[config.mk]
export PLATFORM = sky130hd
export DESIGN_NAME = rec_ras_containment
export DESIGN_NICKNAME = d
export VERILOG_FILES = /design/src/core/rec_pkg.sv /design/src/core/rec_evt_gen.sv /design/src/core/rec_err_rec.sv /design/src/core/rec_ras_containment.sv
export SDC_FILE = /design/constraint.sdc
export NUM_CORES = 1
export LEC_CHECK = 0
export BUFFER_PORTS_ARGS = -buffer_cell sky130_fd_sc_hd__buf_2
export CAP_MARGIN = 40
export CORE_ASPECT_RATIO = 1.5
export CORE_MARGIN = 10
export CORE_UTILIZATION = 40
export CTS_CLUSTER_DIAMETER = 40
export DETAILED_ROUTE_END_ITERATION = 8
export PLACE_DENSITY = 0.74
export SKIP_LAST_GASP = 1
export SYNTH_ARGS = -nofsm -noshare
export SYNTH_HDL_FRONTEND = slang
export SYNTH_HIERARCHICAL = 1
export SYNTH_SLANG_ARGS = --single-unit
[constraint.sdc]
create_clock -name clk_i -period 2.3 [get_ports clk_i]
set_input_delay 0.69 -clock clk_i [delete_from_list [all_inputs] [get_ports clk_i]]
set_output_delay 0.69 -clock clk_i [all_outputs]
set_load 0.02 [all_outputs]
[src/core/rec_pkg.sv]
// Constants, types and helpers shared by the error containment block
// Behaviour
// - Errors consumed during translation end the transaction by abort or error return.
// - Consumed errors are reported in the error record, besides containment.
// - Queue writes carrying an error leave flagged as poisoned.
// - A cache entry error on a client request terminates that request.
// - A register error on a client request terminates that request and is recorded.
// - With reporting on, errors go to the record; otherwise they abort.
// - Fault events go to the queue of the transaction's security state.
// - Walk, stream entry and context fetch errors raise their own fault events.
// - Command fetch error sets command queue flag and fetch abort code.
// - Page request queue abort sets its global error flag.
// - Event queue abort sets its global error flag.
// - Loss of internal consistency enters the failure state.
// - In failure state all client requests abort and queue access stops.
// - Registers stay readable in the failure state.
// - Reset always leaves failure state; a software exit also exists.
// - Failure entry sets the failure flag in both global error registers.
// - Failure entry writes a syndrome and raises the recovery interrupt.
// - At least one memory-mapped error record group exists.
// - Error recovery and fault handling interrupt outputs exist.
// - The error record is reachable without a secure attribute.
package rec_pkg;
	// ------------------------------------------------------------
	// Register map
	// ------------------------------------------------------------
	localparam logic [11:0] OFS_GERR_NS   = 12'h000;
	localparam logic [11:0] OFS_GERR_S    = 12'h004;
	localparam logic [11:0] OFS_CONS_NS   = 12'h008;
	localparam logic [11:0] OFS_CONS_S    = 12'h00C;
	localparam logic [11:0] OFS_CTRL      = 12'h010;
	localparam logic [11:0] OFS_ERR_STAT  = 12'h014;
	localparam int          GERR_W        = 9;
	localparam int          GE_CMDQ       = 0;
	localparam int          GE_EVTQ_ABT   = 2;
	localparam int          GE_PRIQ_ABT   = 3;
	localparam int          GE_FAIL       = 8;
	localparam int          CONS_LSB      = 24;
	localparam int          CONS_W        = 7;
	localparam logic [6:0]  CMD_FETCH_ABORT_CODE = 7'h02;
	localparam int          CTRL_RAS_EN   = 0;
	localparam int          CTRL_ERR_RET  = 1;
	localparam int          CTRL_EXIT     = 2;
	localparam logic [1:0]  CTRL_RST      = 2'h1;
	localparam int          ST_SYND_LSB   = 4;
	localparam int          ST_CNT_LSB    = 16;
	// ------------------------------------------------------------
	// Event and syndrome codes
	// ------------------------------------------------------------
	localparam logic [7:0]  EVT_WALK_ABORT = 8'h01;
	localparam logic [7:0]  EVT_STE_FETCH  = 8'h02;
	localparam logic [7:0]  EVT_CD_FETCH   = 8'h03;
	localparam logic [3:0]  SYN_CLIENT     = 4'h1;
	localparam logic [3:0]  SYN_FETCH      = 4'h2;
	localparam logic [3:0]  SYN_QUEUE      = 4'h3;
	localparam logic [3:0]  SYN_FAIL       = 4'hF;
	typedef enum logic [1:0] {FK_WALK, FK_STE, FK_CD} rec_fetch_t;
	typedef enum logic {REC_RUN, REC_FAIL} rec_mode_t;
	// Set beats clear so an event in the clearing cycle survives
	function automatic logic [GERR_W-1:0] gerr_update(
		input logic [GERR_W-1:0] cur,
		input logic [GERR_W-1:0] set,
		input logic [GERR_W-1:0] clr);
		gerr_update = (cur & ~clr) | set;
	endfunction : gerr_update
endpackage : rec_pkg

[src/core/rec_evt_gen.sv]
// Fault event generator for consumed fetch errors
`timescale 1ns/1ns
`default_nettype none
module rec_evt_gen
	import rec_pkg::*;
(
	input  wire logic       clk_i,       // Clock
	input  wire logic       rst_i,       // Sync reset
	input  wire logic       ce_i,        // Clock enable
	input  wire logic       en_i,        // Queue access allowed
	input  wire logic       ue_i,        // Fetch consumed error
	input  wire logic [1:0] kind_i,      // Fetch kind
	input  wire logic       sec_i,       // Security state
	output logic            evt_valid_o, // Event pulse
	output logic [7:0]      evt_code_o,  // Event code
	output logic            evt_sec_o    // Target queue
);
	always_ff @(posedge clk_i) begin
		if (rst_i) begin
			evt_valid_o <= 1'b0;
			evt_code_o  <= 8'h00;
			evt_sec_o   <= 1'b0;
		end else if (ce_i) begin
			evt_valid_o <= 1'b0;
			evt_sec_o   <= sec_i;
			if (en_i && ue_i) begin
				evt_valid_o <= 1'b1;
				unique case (rec_fetch_t'(kind_i))
					FK_WALK: evt_code_o <= EVT_WALK_ABORT;
					FK_STE:  evt_code_o <= EVT_STE_FETCH;
					FK_CD:   evt_code_o <= EVT_CD_FETCH;
					default: evt_valid_o <= 1'b0;
				endcase
			end
		end
	end
endmodule : rec_evt_gen
`default_nettype wire

[src/core/rec_err_rec.sv]
// Error record group with its two interrupt outputs
`timescale 1ns/1ns
`default_nettype none
module rec_err_rec
	import rec_pkg::*;
(
	input  wire logic        clk_i,   // Clock
	input  wire logic        rst_i,   // Sync reset
	input  wire logic        ce_i,    // Clock enable
	input  wire logic        log_i,   // Record an error
	input  wire logic [3:0]  synd_i,  // Syndrome of it
	input  wire logic        clr_i,   // Software clear
	output logic             valid_o, // Record valid
	output logic [3:0]       synd_o,  // Latest syndrome
	output logic [15:0]      count_o, // Errors seen
	output logic             eri_o,   // Error recovery irq
	output logic             fhi_o    // Fault handling irq
);
	always_ff @(posedge clk_i) begin
		if (rst_i) begin
			valid_o <= 1'b0;
			synd_o  <= 4'h0;
			count_o <= 16'h0000;
			eri_o   <= 1'b0;
			fhi_o   <= 1'b0;
		end else if (ce_i) begin
			if (log_i) begin
				valid_o <= 1'b1;
				synd_o  <= synd_i;
				if (count_o != 16'hFFFF)
					count_o <= count_o + 16'h0001;
				eri_o   <= 1'b1;
				fhi_o   <= 1'b1;
			end else if (clr_i) begin
				valid_o <= 1'b0;
				eri_o   <= 1'b0;
				fhi_o   <= 1'b0;
			end
		end
	end
endmodule : rec_err_rec
`default_nettype wire

[src/core/rec_ras_containment.sv]
// Error containment, global error flags and failure state of the translation unit
`timescale 1ns/1ns
`default_nettype none
module rec_ras_containment
	import rec_pkg::*;
(
	input  wire logic        clk_i,            // Clock, 125 MHz
	input  wire logic        rst_i,            // Sync reset, high
	input  wire logic        ce_i,             // Clock enable
	input  wire logic        wb_cyc_i,         // Bus cycle
	input  wire logic        wb_stb_i,         // Bus strobe
	input  wire logic        wb_we_i,          // Write
	input  wire logic [11:0] wb_adr_i,         // Byte address
	input  wire logic [3:0]  wb_sel_i,         // Byte lanes
	input  wire logic [31:0] wb_dat_i,         // Write data
	output logic [31:0]      wb_dat_o,         // Read data
	output logic             wb_ack_o,         // Acknowledge
	input  wire logic        cli_req_i,        // Client request pulse
	input  wire logic        cli_sec_i,        // Request security state
	input  wire logic        cli_cache_ue_i,   // Cache entry error
	input  wire logic        cli_reg_ue_i,     // Register error
	input  wire logic        cli_fetch_ue_i,   // Fetch error
	input  wire logic [1:0]  cli_fetch_kind_i, // Fetch kind
	output logic             cli_rsp_valid_o,  // Response pulse
	output logic             cli_rsp_abort_o,  // Terminated by abort
	output logic             cli_rsp_err_o,    // Error returned
	input  wire logic        qwr_req_i,        // Queue record write
	input  wire logic        qwr_ue_i,         // Record carries error
	output logic             mem_wr_valid_o,   // Write to memory
	output logic             mem_wr_poison_o,  // Write is poisoned
	output logic             mem_q_en_o,       // Queue access allowed
	input  wire logic        q_sec_i,          // Queue security state
	input  wire logic        cmd_fetch_ue_i,   // Command fetch error
	input  wire logic        prq_abort_i,      // Page request q abort
	input  wire logic        evq_abort_i,      // Event queue abort
	input  wire logic        int_reg_ue_i,     // Queue pointer reg error
	input  wire logic        int_lost_i,       // Consistency lost
	output logic             evt_valid_o,      // Fault event pulse
	output logic [7:0]       evt_code_o,       // Fault event code
	output logic             evt_sec_o,        // Fault event queue
	output logic             err_rec_irq_o,    // Error recovery irq
	output logic             fault_irq_o       // Fault handling irq
);
	// ------------------------------------------------------------
	// State
	// ------------------------------------------------------------
	rec_mode_t          mode;
	logic [GERR_W-1:0]  gerr_ns;
	logic [GERR_W-1:0]  gerr_s;
	logic [CONS_W-1:0]  cons_ns;
	logic [CONS_W-1:0]  cons_s;
	logic [1:0]         ctrl;
	logic               rec_valid;
	logic [3:0]         rec_synd;
	logic [15:0]        rec_count;
	logic               fail;
	logic               enter;
	logic               wr_fire;
	logic [31:0]        wmask;
	logic [31:0]        wbits;
	logic               exit_wr;
	logic               ras_en;
	logic               ue_any;
	logic               ext_err;
	logic               rec_log;
	logic [3:0]         rec_syn;
	logic [GERR_W-1:0]  set_q;
	logic [GERR_W-1:0]  set_ns;
	logic [GERR_W-1:0]  set_s;
	logic [GERR_W-1:0]  clr_ns;
	logic [GERR_W-1:0]  clr_s;

	assign fail    = (mode == REC_FAIL);
	assign enter   = !fail && (int_reg_ue_i || int_lost_i);
	assign wr_fire = wb_cyc_i && wb_stb_i && wb_we_i && !wb_ack_o;
	assign wmask   = {{8{wb_sel_i[3]}}, {8{wb_sel_i[2]}}, {8{wb_sel_i[1]}}, {8{wb_sel_i[0]}}};
	assign wbits   = wb_dat_i & wmask;
	assign exit_wr = wr_fire && (wb_adr_i == OFS_CTRL) && wbits[CTRL_EXIT];
	assign ras_en  = ctrl[CTRL_RAS_EN];
	assign ue_any  = cli_cache_ue_i || cli_reg_ue_i || cli_fetch_ue_i;
	assign ext_err = cmd_fetch_ue_i || prq_abort_i || evq_abort_i;

	// ------------------------------------------------------------
	// Failure state
	// ------------------------------------------------------------
	always_ff @(posedge clk_i) begin
		if (rst_i) begin
			mode <= REC_RUN;
		end else if (ce_i) begin
			unique case (mode)
				REC_RUN:  if (enter) mode <= REC_FAIL;
				REC_FAIL: if (exit_wr) mode <= REC_RUN;
			endcase
		end
	end

	// ------------------------------------------------------------
	// Global error flags, per security state
	// ------------------------------------------------------------
	always_comb begin
		set_q = '0;
		if (!fail) begin
			set_q[GE_CMDQ]     = cmd_fetch_ue_i;
			set_q[GE_PRIQ_ABT] = prq_abort_i;
			set_q[GE_EVTQ_ABT] = evq_abort_i;
		end
		set_ns = q_sec_i ? '0 : set_q;
		set_s  = q_sec_i ? set_q : '0;
		set_ns[GE_FAIL] = enter;
		set_s[GE_FAIL]  = enter;
		// Failure flag clears only on the software exit, not on error flag writes
		clr_ns = '0;
		clr_s  = '0;
		if (wr_fire && wb_adr_i == OFS_GERR_NS)
			clr_ns = wbits[GERR_W-1:0];
		if (wr_fire && wb_adr_i == OFS_GERR_S)
			clr_s = wbits[GERR_W-1:0];
		clr_ns[GE_FAIL] = exit_wr;
		clr_s[GE_FAIL]  = exit_wr;
	end

	always_ff @(posedge clk_i) begin
		if (rst_i) begin
			gerr_ns <= '0;
			gerr_s  <= '0;
		end else if (ce_i) begin
			gerr_ns <= gerr_update(gerr_ns, set_ns, clr_ns);
			gerr_s  <= gerr_update(gerr_s, set_s, clr_s);
		end
	end

	always_ff @(posedge clk_i) begin
		if (rst_i) begin
			cons_ns <= '0;
			cons_s  <= '0;
		end else if (ce_i && !fail && cmd_fetch_ue_i) begin
			if (q_sec_i)
				cons_s <= CMD_FETCH_ABORT_CODE;
			else
				cons_ns <= CMD_FETCH_ABORT_CODE;
		end
	end

	always_ff @(posedge clk_i) begin
		if (rst_i)
			ctrl <= CTRL_RST;
		else if (ce_i && wr_fire && wb_adr_i == OFS_CTRL && wb_sel_i[0])
			ctrl <= wb_dat_i[1:0];
	end

	// ------------------------------------------------------------
	// Client containment
	// ------------------------------------------------------------
	// Without reporting support an error can only be shown as an abort
	always_ff @(posedge clk_i) begin
		if (rst_i) begin
			cli_rsp_valid_o <= 1'b0;
			cli_rsp_abort_o <= 1'b0;
			cli_rsp_err_o   <= 1'b0;
		end else if (ce_i) begin
			cli_rsp_valid_o <= cli_req_i;
			cli_rsp_abort_o <= cli_req_i && (fail || (ue_any &&
				!(ras_en && ctrl[CTRL_ERR_RET])));
			cli_rsp_err_o   <= cli_req_i && !fail && ue_any &&
				ras_en && ctrl[CTRL_ERR_RET];
		end
	end

	// ------------------------------------------------------------
	// Queue accesses
	// ------------------------------------------------------------
	always_ff @(posedge clk_i) begin
		if (rst_i) begin
			mem_wr_valid_o  <= 1'b0;
			mem_wr_poison_o <= 1'b0;
			mem_q_en_o      <= 1'b1;
		end else if (ce_i) begin
			mem_wr_valid_o  <= qwr_req_i && !fail && !enter;
			mem_wr_poison_o <= qwr_req_i && qwr_ue_i && !fail && !enter;
			mem_q_en_o      <= !(fail || enter) || exit_wr;
		end
	end

	rec_evt_gen u_evt (
		.clk_i       (clk_i),
		.rst_i       (rst_i),
		.ce_i        (ce_i),
		.en_i        (!fail && !enter),
		.ue_i        (cli_req_i && cli_fetch_ue_i),
		.kind_i      (cli_fetch_kind_i),
		.sec_i       (cli_sec_i),
		.evt_valid_o (evt_valid_o),
		.evt_code_o  (evt_code_o),
		.evt_sec_o   (evt_sec_o)
	);

	// ------------------------------------------------------------
	// Error record
	// ------------------------------------------------------------
	always_comb begin
		rec_syn = SYN_CLIENT;
		if (enter)
			rec_syn = SYN_FAIL;
		else if (ext_err)
			rec_syn = SYN_QUEUE;
		else if (cli_fetch_ue_i)
			rec_syn = SYN_FETCH;
		rec_log = enter || (ras_en && !fail &&
			(ext_err || (cli_req_i && ue_any)));
	end

	rec_err_rec u_rec (
		.clk_i   (clk_i),
		.rst_i   (rst_i),
		.ce_i    (ce_i),
		.log_i   (rec_log),
		.synd_i  (rec_syn),
		.clr_i   (wr_fire && wb_adr_i == OFS_ERR_STAT && wbits[0]),
		.valid_o (rec_valid),
		.synd_o  (rec_synd),
		.count_o (rec_count),
		.eri_o   (err_rec_irq_o),
		.fhi_o   (fault_irq_o)
	);

	// ------------------------------------------------------------
	// Bus slave: one wait state, unmapped reads return zero
	// ------------------------------------------------------------
	// Decode ignores the security attribute, so every master reaches it
	always_ff @(posedge clk_i) begin
		if (rst_i) begin
			wb_ack_o <= 1'b0;
			wb_dat_o <= 32'h0000_0000;
		end else if (ce_i) begin
			wb_ack_o <= wb_cyc_i && wb_stb_i && !wb_ack_o;
			wb_dat_o <= 32'h0000_0000;
			if (wb_cyc_i && wb_stb_i && !wb_we_i && !wb_ack_o) begin
				unique case (wb_adr_i)
					OFS_GERR_NS:  wb_dat_o[GERR_W-1:0] <= gerr_ns;
					OFS_GERR_S:   wb_dat_o[GERR_W-1:0] <= gerr_s;
					OFS_CONS_NS:  wb_dat_o[CONS_LSB +: CONS_W] <= cons_ns;
					OFS_CONS_S:   wb_dat_o[CONS_LSB +: CONS_W] <= cons_s;
					OFS_CTRL:     wb_dat_o[2:0] <= {fail, ctrl};
					OFS_ERR_STAT: begin
						wb_dat_o[0] <= rec_valid;
						wb_dat_o[ST_SYND_LSB +: 4] <= rec_synd;
						wb_dat_o[ST_CNT_LSB +: 16] <= rec_count;
					end
					default:      wb_dat_o <= 32'h0000_0000;
				endcase
			end
		end
	end
endmodule : rec_ras_containment
`default_nettype wire

Word-level counts from Yosys, hierarchy flattened
Cells that the tools add are included. Widths: inputs -> output; s select.

Logic and storage cells: 127. Register bits after elaboration: 93. Output and inout port bits: 51. Input bits: 69.

Equal/unequal tests: 8. Muxes and demuxes: 26. $add $sub $neg: 1. Reduce and logical (&&, ||, !) cells: 63. Bitwise logic cells: 9.

Operators by type and width (number): $logic_and 1x1->1 (36); $mux 32 (1); $eq 12x4->1 const B (2); $eq 12x5->1 const B (2); $mux 8 (3); $pmux 8 s3 (1); $pmux 7 s3 (1); $and 9x9->9 (2); $not 9->9 (2); $or 9x9->9 (2); $add 16x1->16 const B (1); $ne 16x16->1 const B (1); $eq 12x3->1 const B (1); $logic_not 12->1 (1); $mux 4 (3); $pmux 4 s3 (1); $logic_or 1x1->1 (10); $and 8x8->8 (1); $mux 1 (8); $reduce_and 2->1 (4); $logic_not 1->1 (6); $mux 2 (3); $pmux 1 s2 (3); $pmux 2 s3 (1); other kinds (9) (11).

Depth between registers and ports, before layout
Word-level depth: 8. Depth in mapped cells: 8. Gate-level depth less buffers: 7.

By module
Netlist, hierarchy kept.

Modules (own cells, without submodules): rec_ras_containment (times used 1, sequential area each 1101.1 µm², cells an instance 256, area each 2448.6 µm²); rec_err_rec (times used 1, sequential area each 420.4 µm², cells an instance 119, area each 1023.5 µm²); rec_evt_gen (times used 1, sequential area each 80.1 µm², cells an instance 25, area each 255.2 µm²).

Worst setup path after synthesis
OpenSTA, ideal clock, no wires.

Path type: input to register. Start: input port cli_fetch_ue_i. End: register u_rec.count_o[13]. Data required time: 2.230 ns. Slack: -0.013 ns. Arrival time: 2.243 ns. Buffers on the path: 1. Stages: 8. Library setup time: 0.070 ns. Cells stage by stage: o31a_1 > o41ai_1 > nand2b_1 > and4_4 > and4_2 > buf_2 > a31o_2 > a21oi_1.

Longest elaborated chain between the ends: 6.

RTL lines: start, declared (RTL line rec_ras_containment.sv:22) `input wire logic cli_fetch_ue_i,`; $logic_or 1x1->1 (RTL line rec_ras_containment.sv:80) `assign ue_any = cli_cache_ue_i || cli_reg_ue_i || cli_fetch_ue_i;`; $logic_and 1x1->1 (RTL line rec_ras_containment.sv:209) `(ext_err || (cli_req_i && ue_any)));`; $logic_or 1x1->1 (RTL line rec_ras_containment.sv:209); $logic_and 1x1->1 (RTL line rec_ras_containment.sv:208) `rec_log = enter || (ras_en && !fail &&`; $logic_or 1x1->1 (RTL line rec_ras_containment.sv:208); via rec_log (RTL line rec_ras_containment.sv:65) `logic rec_log;`; $reduce_and 3->1 (no source line); end signal, assigned (RTL line rec_err_rec.sv:31) `count_o <= count_o + 16'h0001;`; end, declared (RTL line rec_err_rec.sv:15) `output logic [15:0] count_o,`.

The timed path passes the listed nets, and every way through them passes these cells. A chain may end at the register's enable or synchronous reset.

Worst setup path after layout
Start: input port cli_fetch_ue_i. End: register u_rec.count_o[15].

The elaborated chain is that of the path after synthesis.

==> summary.md <==
Simple-gate area share of the yosys netlist: 0.251. The full die area is 0.0137 mm^2, and the first-pass GRT wire length is 16.2 mm. The smallest clock period supported by the final layout is computed as 2030 ps. For this design, the slowest cell found on the critical path is sky130_fd_sc_hd__o31a_1. The number of global-route vias before repair was 3394; the fill cell total of the finished layout was 889.

The fraction of synthesis flops using an asynchronous set or reset pin is 0, and the number of port buffers is 79. The cell sitting at the root of the clock tree is a sky130_fd_sc_hd__clkbuf_16. In this run, post-CTS repair resized a total of 0 instances.

The run gives 120 as the top-level port count. The count of endpoints failing setup in the final report came out at 0. The top achievable clock speed was 0.494 GHz; the worst hold slack was 448 ps. Detailed placement finished with a half-perimeter wire length of 7.72 mm. The initialized floorplan defines 43 standard-cell rows.

The number of antenna diodes in the final layout is 0. TritonCTS built the clock tree. Final-report hold violation count: 0. For the number of violations of the max-capacitance limit, the log shows 0. The design draws 3.08 mW. For the clock buffer count from CTS, the log shows 9. Among all flip-flop cells after synthesis, the most frequent one is sky130_fd_sc_hd__dfxtp_1.

On the final layout, the worst clock skew is 8.62 ps. The cell area that synthesis handed to floorplanning was 0.00373 mm^2. Busiest layer in global routing: met2. The number of DRC violations after detailed-routing iteration 0 was 136; the data required time at the worst endpoint was 2560 ps. The final route contains 3292 vias. The global placement routability congestion came out at 0.853. The final worst-path cycle share is 0.881. The transition time of the tightest slew-check pin is 670 ps.

The worst min-delay path category is flip-flop to flip-flop. The worst register-to-register path begins at ctrl[0]. The post-synthesis compound-gate area fraction was 0.183; the number of max-slew violations in the final report was 0.

After synthesis, the mean cell area works out to 9.32 um^2. Leaving out filler cells and counting taps, the final layout contains 605. The Yosys step of the flow raised 6 warnings. Setup repair after global routing left no endpoint under its margin. The finished cells cover 0.00455 mm^2. The worst setup path is launched from an input port. The initial core utilization came out at 0.405. Counting tap cells, the placed design contains a total of 589 instances. The synthesized-area fraction occupied by adder cells was 0.0101. The startpoint identified for the worst hold timing path is gerr_s[5].

The number of enable flip-flop cells after synthesis was 0; the number of sinks handled by clock tree synthesis was 80. The analysis attributes to cell leakage a power of 1.92 nW. Synthesis inferred 80 register bits. Data on the critical path arrives at its endpoint at 2280 ps.

The tools report the capturing element type of the critical path as a flip-flop. The number of H-tree branching levels was 3. The logs give 0 for the initial antenna violation count and 0 for the setup fix buffers added after clock tree synthesis. The portion of netlist area occupied by mux cells was 0.0584; the total power per unit cell area was 676 mW/mm^2. Detailed-router iteration count before antenna repair: 4. The capture instance of the worst register-to-register path is u_rec/count_o[9]. For the overall routed net length, the log shows 9.82 mm.

The total track usage is 0.142, and the sequential-to-total area share from yosys stat is 0.430. In the final routed layout, each cell accounts on average for 16.2 um. For the met3 routing resource usage after global routing, the log shows 0.0469. The cell repeated most along the worst path was sky130_fd_sc_hd__and4_4. Number of nets with antenna violations after detailed routing: 0. The run finished with clean final reports.

The met1 track utilization from global routing is 0.141. At the later pin of the worst-skew pair, clock insertion delay measures 330 ps. The worst-case hold path end point was gerr_s[5]. The logs give 31 for the pin count of the biggest net entering global routing and 560 for the number of nets at the end of the flow. Summing all placed instances gives a cell area of 0.00427 mm^2. The met2 layer usage reported by global route was 0.259; the area added between synthesis and finish was 22.2%. The cell family contributing the most delay on the critical path is compound AO/OA/AOI/OAI gates. The remaining global-route overflow is 0.

Of all nets on the critical path, the largest fanout is 6. Clock-pin slew was measured on the worst setup and hold paths at 60 ps. The synthesized netlist contains 64 unique library cells.

The worst setup path is of the input port to flip-flop kind. The share of final-layout standard cells stronger than drive strength 1 works out to 0.284. The final design utilization was 0.495. The synthesized-area fraction occupied by xor and xnor cells is 0.

The detail-routed via count per cell is 5.44. The cell depth of the worst min-delay path works out to 2. After synthesis, the largest family of logic cells by area is simple AND/OR/NAND/NOR gates.

The maximum single-stage delay on the critical path was 320 ps. The run gives 0.452 mV as the maximum VDD drop. The core region is 0.00920 mm^2. In the routed design, unresolved DRC markers number 0.

The run gives 0.552 as the relative slew slack. In this run the register-to-register setup slack is 300 ps. Maximum buffer depth of the clock tree: 2. Buffering stage count on the worst path with inverters included: 1.

The worst register-to-register path has a depth of 8. The chip height is 138 um, and the gate count of the mapped netlist is 400. From left edge to right edge, the die measures 98.8 um. The signal on the critical path passes through buf_2, o31a_1, o41ai_1, nand2b_1, and4_4, and4_4, a31o_2, a21oi_1. Hold repair after CTS inserted 0 buffers.
## power by group
group	switching [mW]	total (mW)	internal, mW
sequential	0.0221	1.44	1.42
clock	0.527	1.35	0.818
combinational	0.174	0.295	0.121
total	0.723	3.08	2.35
## area by class of cell
cell class / instances / area [um^2] / area share
inverters: 4 / 15.0 / 0.00330
clock buffers: 14 / 274 / 0.0602
flip-flops and latches: 80 / 1600 / 0.352
repair buffers: 101 / 586 / 0.129
multi-input cells: 292 / 1930 / 0.423
clock inverters: 2 / 12.5 / 0.00275
well taps: 112 / 140 / 0.0308
## state kept, by name, summed over array words and instances, names as in the netlist
signal             cells
cli_rsp_valid_o        1
u_rec/count_o         16
mem_q_en_o             1
cons_s                 1
mem_wr_poison_o        1
gerr_s                 9
u_rec/synd_o           4
cli_rsp_err_o          1
gerr_ns                9
cli_rsp_abort_o        1
wb_ack_o               1
fail                   1
mem_wr_valid_o         1
u_evt/evt_sec_o        1
ctrl                   2
u_evt/evt_valid_o      1
cons_ns                1
u_evt/evt_code_o       2
u_rec/fhi_o            1
wb_dat_o              25
## cell usage in the layout, fill, tap and decap left out, types with 9 or more instances in the layout
cell | netlist | layout
sky130_fd_sc_hd__buf_2 | 2 | 79
sky130_fd_sc_hd__nand2_1 | 35 | 35
sky130_fd_sc_hd__buf_4 | 18 | 20
sky130_fd_sc_hd__a21oi_1 | 35 | 35
sky130_fd_sc_hd__clkbuf_16 | 0 | 9
sky130_fd_sc_hd__o21ai_0 | 13 | 13
sky130_fd_sc_hd__a22o_1 | 20 | 20
sky130_fd_sc_hd__nand3_1 | 13 | 13
sky130_fd_sc_hd__nand2b_1 | 22 | 22
sky130_fd_sc_hd__mux2i_1 | 12 | 12
sky130_fd_sc_hd__conb_1 | 2 | 13
sky130_fd_sc_hd__dfxtp_1 | 80 | 80
sky130_fd_sc_hd__nor2_1 | 19 | 19
## how the worst max path moves through the flow
stage              startpoint           endpoint  slack [ps]  cells past startpoint
3_3_place_gp   cli_fetch_ue_i  u_rec/count_o[15]          -4                      8
2_1_floorplan  cli_fetch_ue_i  u_rec/count_o[13]          50                      8
6_report       cli_fetch_ue_i  u_rec/count_o[15]         270                      8
5_1_grt               ctrl[0]  u_rec/count_o[14]         110                      7
3_5_place_dp   cli_fetch_ue_i  u_rec/count_o[15]         -50                      8
4_1_cts               ctrl[0]   u_rec/count_o[9]         290                      8
## layer usage
layer,up-vias,wire length [um]
met4,0,138
li1,1623,-
met1,1581,3680
met2,79,5400
met5,-,0
met3,9,598
## per-stage QoR
stage,worst slack [ps],TNS [ps]
after floorplan,49.8,0
after global placement,-3.69,-3.69
after detailed placement,-54.3,-99.8
after CTS,295,0
after global routing,106,0
final,274,0
## synth_stat cells (4+ instances only)
master	number	area, um^2
sky130_fd_sc_hd__nand4_1	8	50.1
sky130_fd_sc_hd__nor2_1	19	71.3
sky130_fd_sc_hd__nand2_1	35	131
sky130_fd_sc_hd__nor2b_1	5	31.3
sky130_fd_sc_hd__a21oi_1	35	175
sky130_fd_sc_hd__mux2i_1	12	120
sky130_fd_sc_hd__dfxtp_1	80	1600
sky130_fd_sc_hd__nor4_1	4	25.0
sky130_fd_sc_hd__buf_4	18	135
sky130_fd_sc_hd__inv_1	4	15.0
sky130_fd_sc_hd__a311oi_1	5	43.8
sky130_fd_sc_hd__nor3_1	8	40.0
sky130_fd_sc_hd__and3_1	7	43.8
sky130_fd_sc_hd__a31oi_1	5	31.3
sky130_fd_sc_hd__nand3_1	13	65.1
sky130_fd_sc_hd__a22o_1	20	175
sky130_fd_sc_hd__nand3b_1	4	30.0
sky130_fd_sc_hd__nand2b_1	22	138
sky130_fd_sc_hd__o21ai_0	13	65.1
sky130_fd_sc_hd__clkbuf_1	11	41.3
sky130_fd_sc_hd__and2_1	4	25.0
sky130_fd_sc_hd__or3_1	4	25.0
## worst reg2reg max path, cell delays in order, from the launching register on
cell                       delay [ps]
sky130_fd_sc_hd__dfxtp_1          370
sky130_fd_sc_hd__nor2b_1          260
sky130_fd_sc_hd__o41ai_1          120
sky130_fd_sc_hd__nand2b_1         140
sky130_fd_sc_hd__and4_4           250
sky130_fd_sc_hd__buf_12           110
sky130_fd_sc_hd__nand2_4           60
sky130_fd_sc_hd__or4_1            480
sky130_fd_sc_hd__a21oi_1          140
## cell families (layout without fill, tap and decap cells)
family                     Yosys count  in the layout
and+or+nand+nor                    157            157
AOI/OAI and AO/OA                  100            100
DFF                                 80             80
buffers and inverters               39            121
muxes                               19             19
adders and majority gates            3              3
other                                2             13
(Power assumes the default switching activity.)
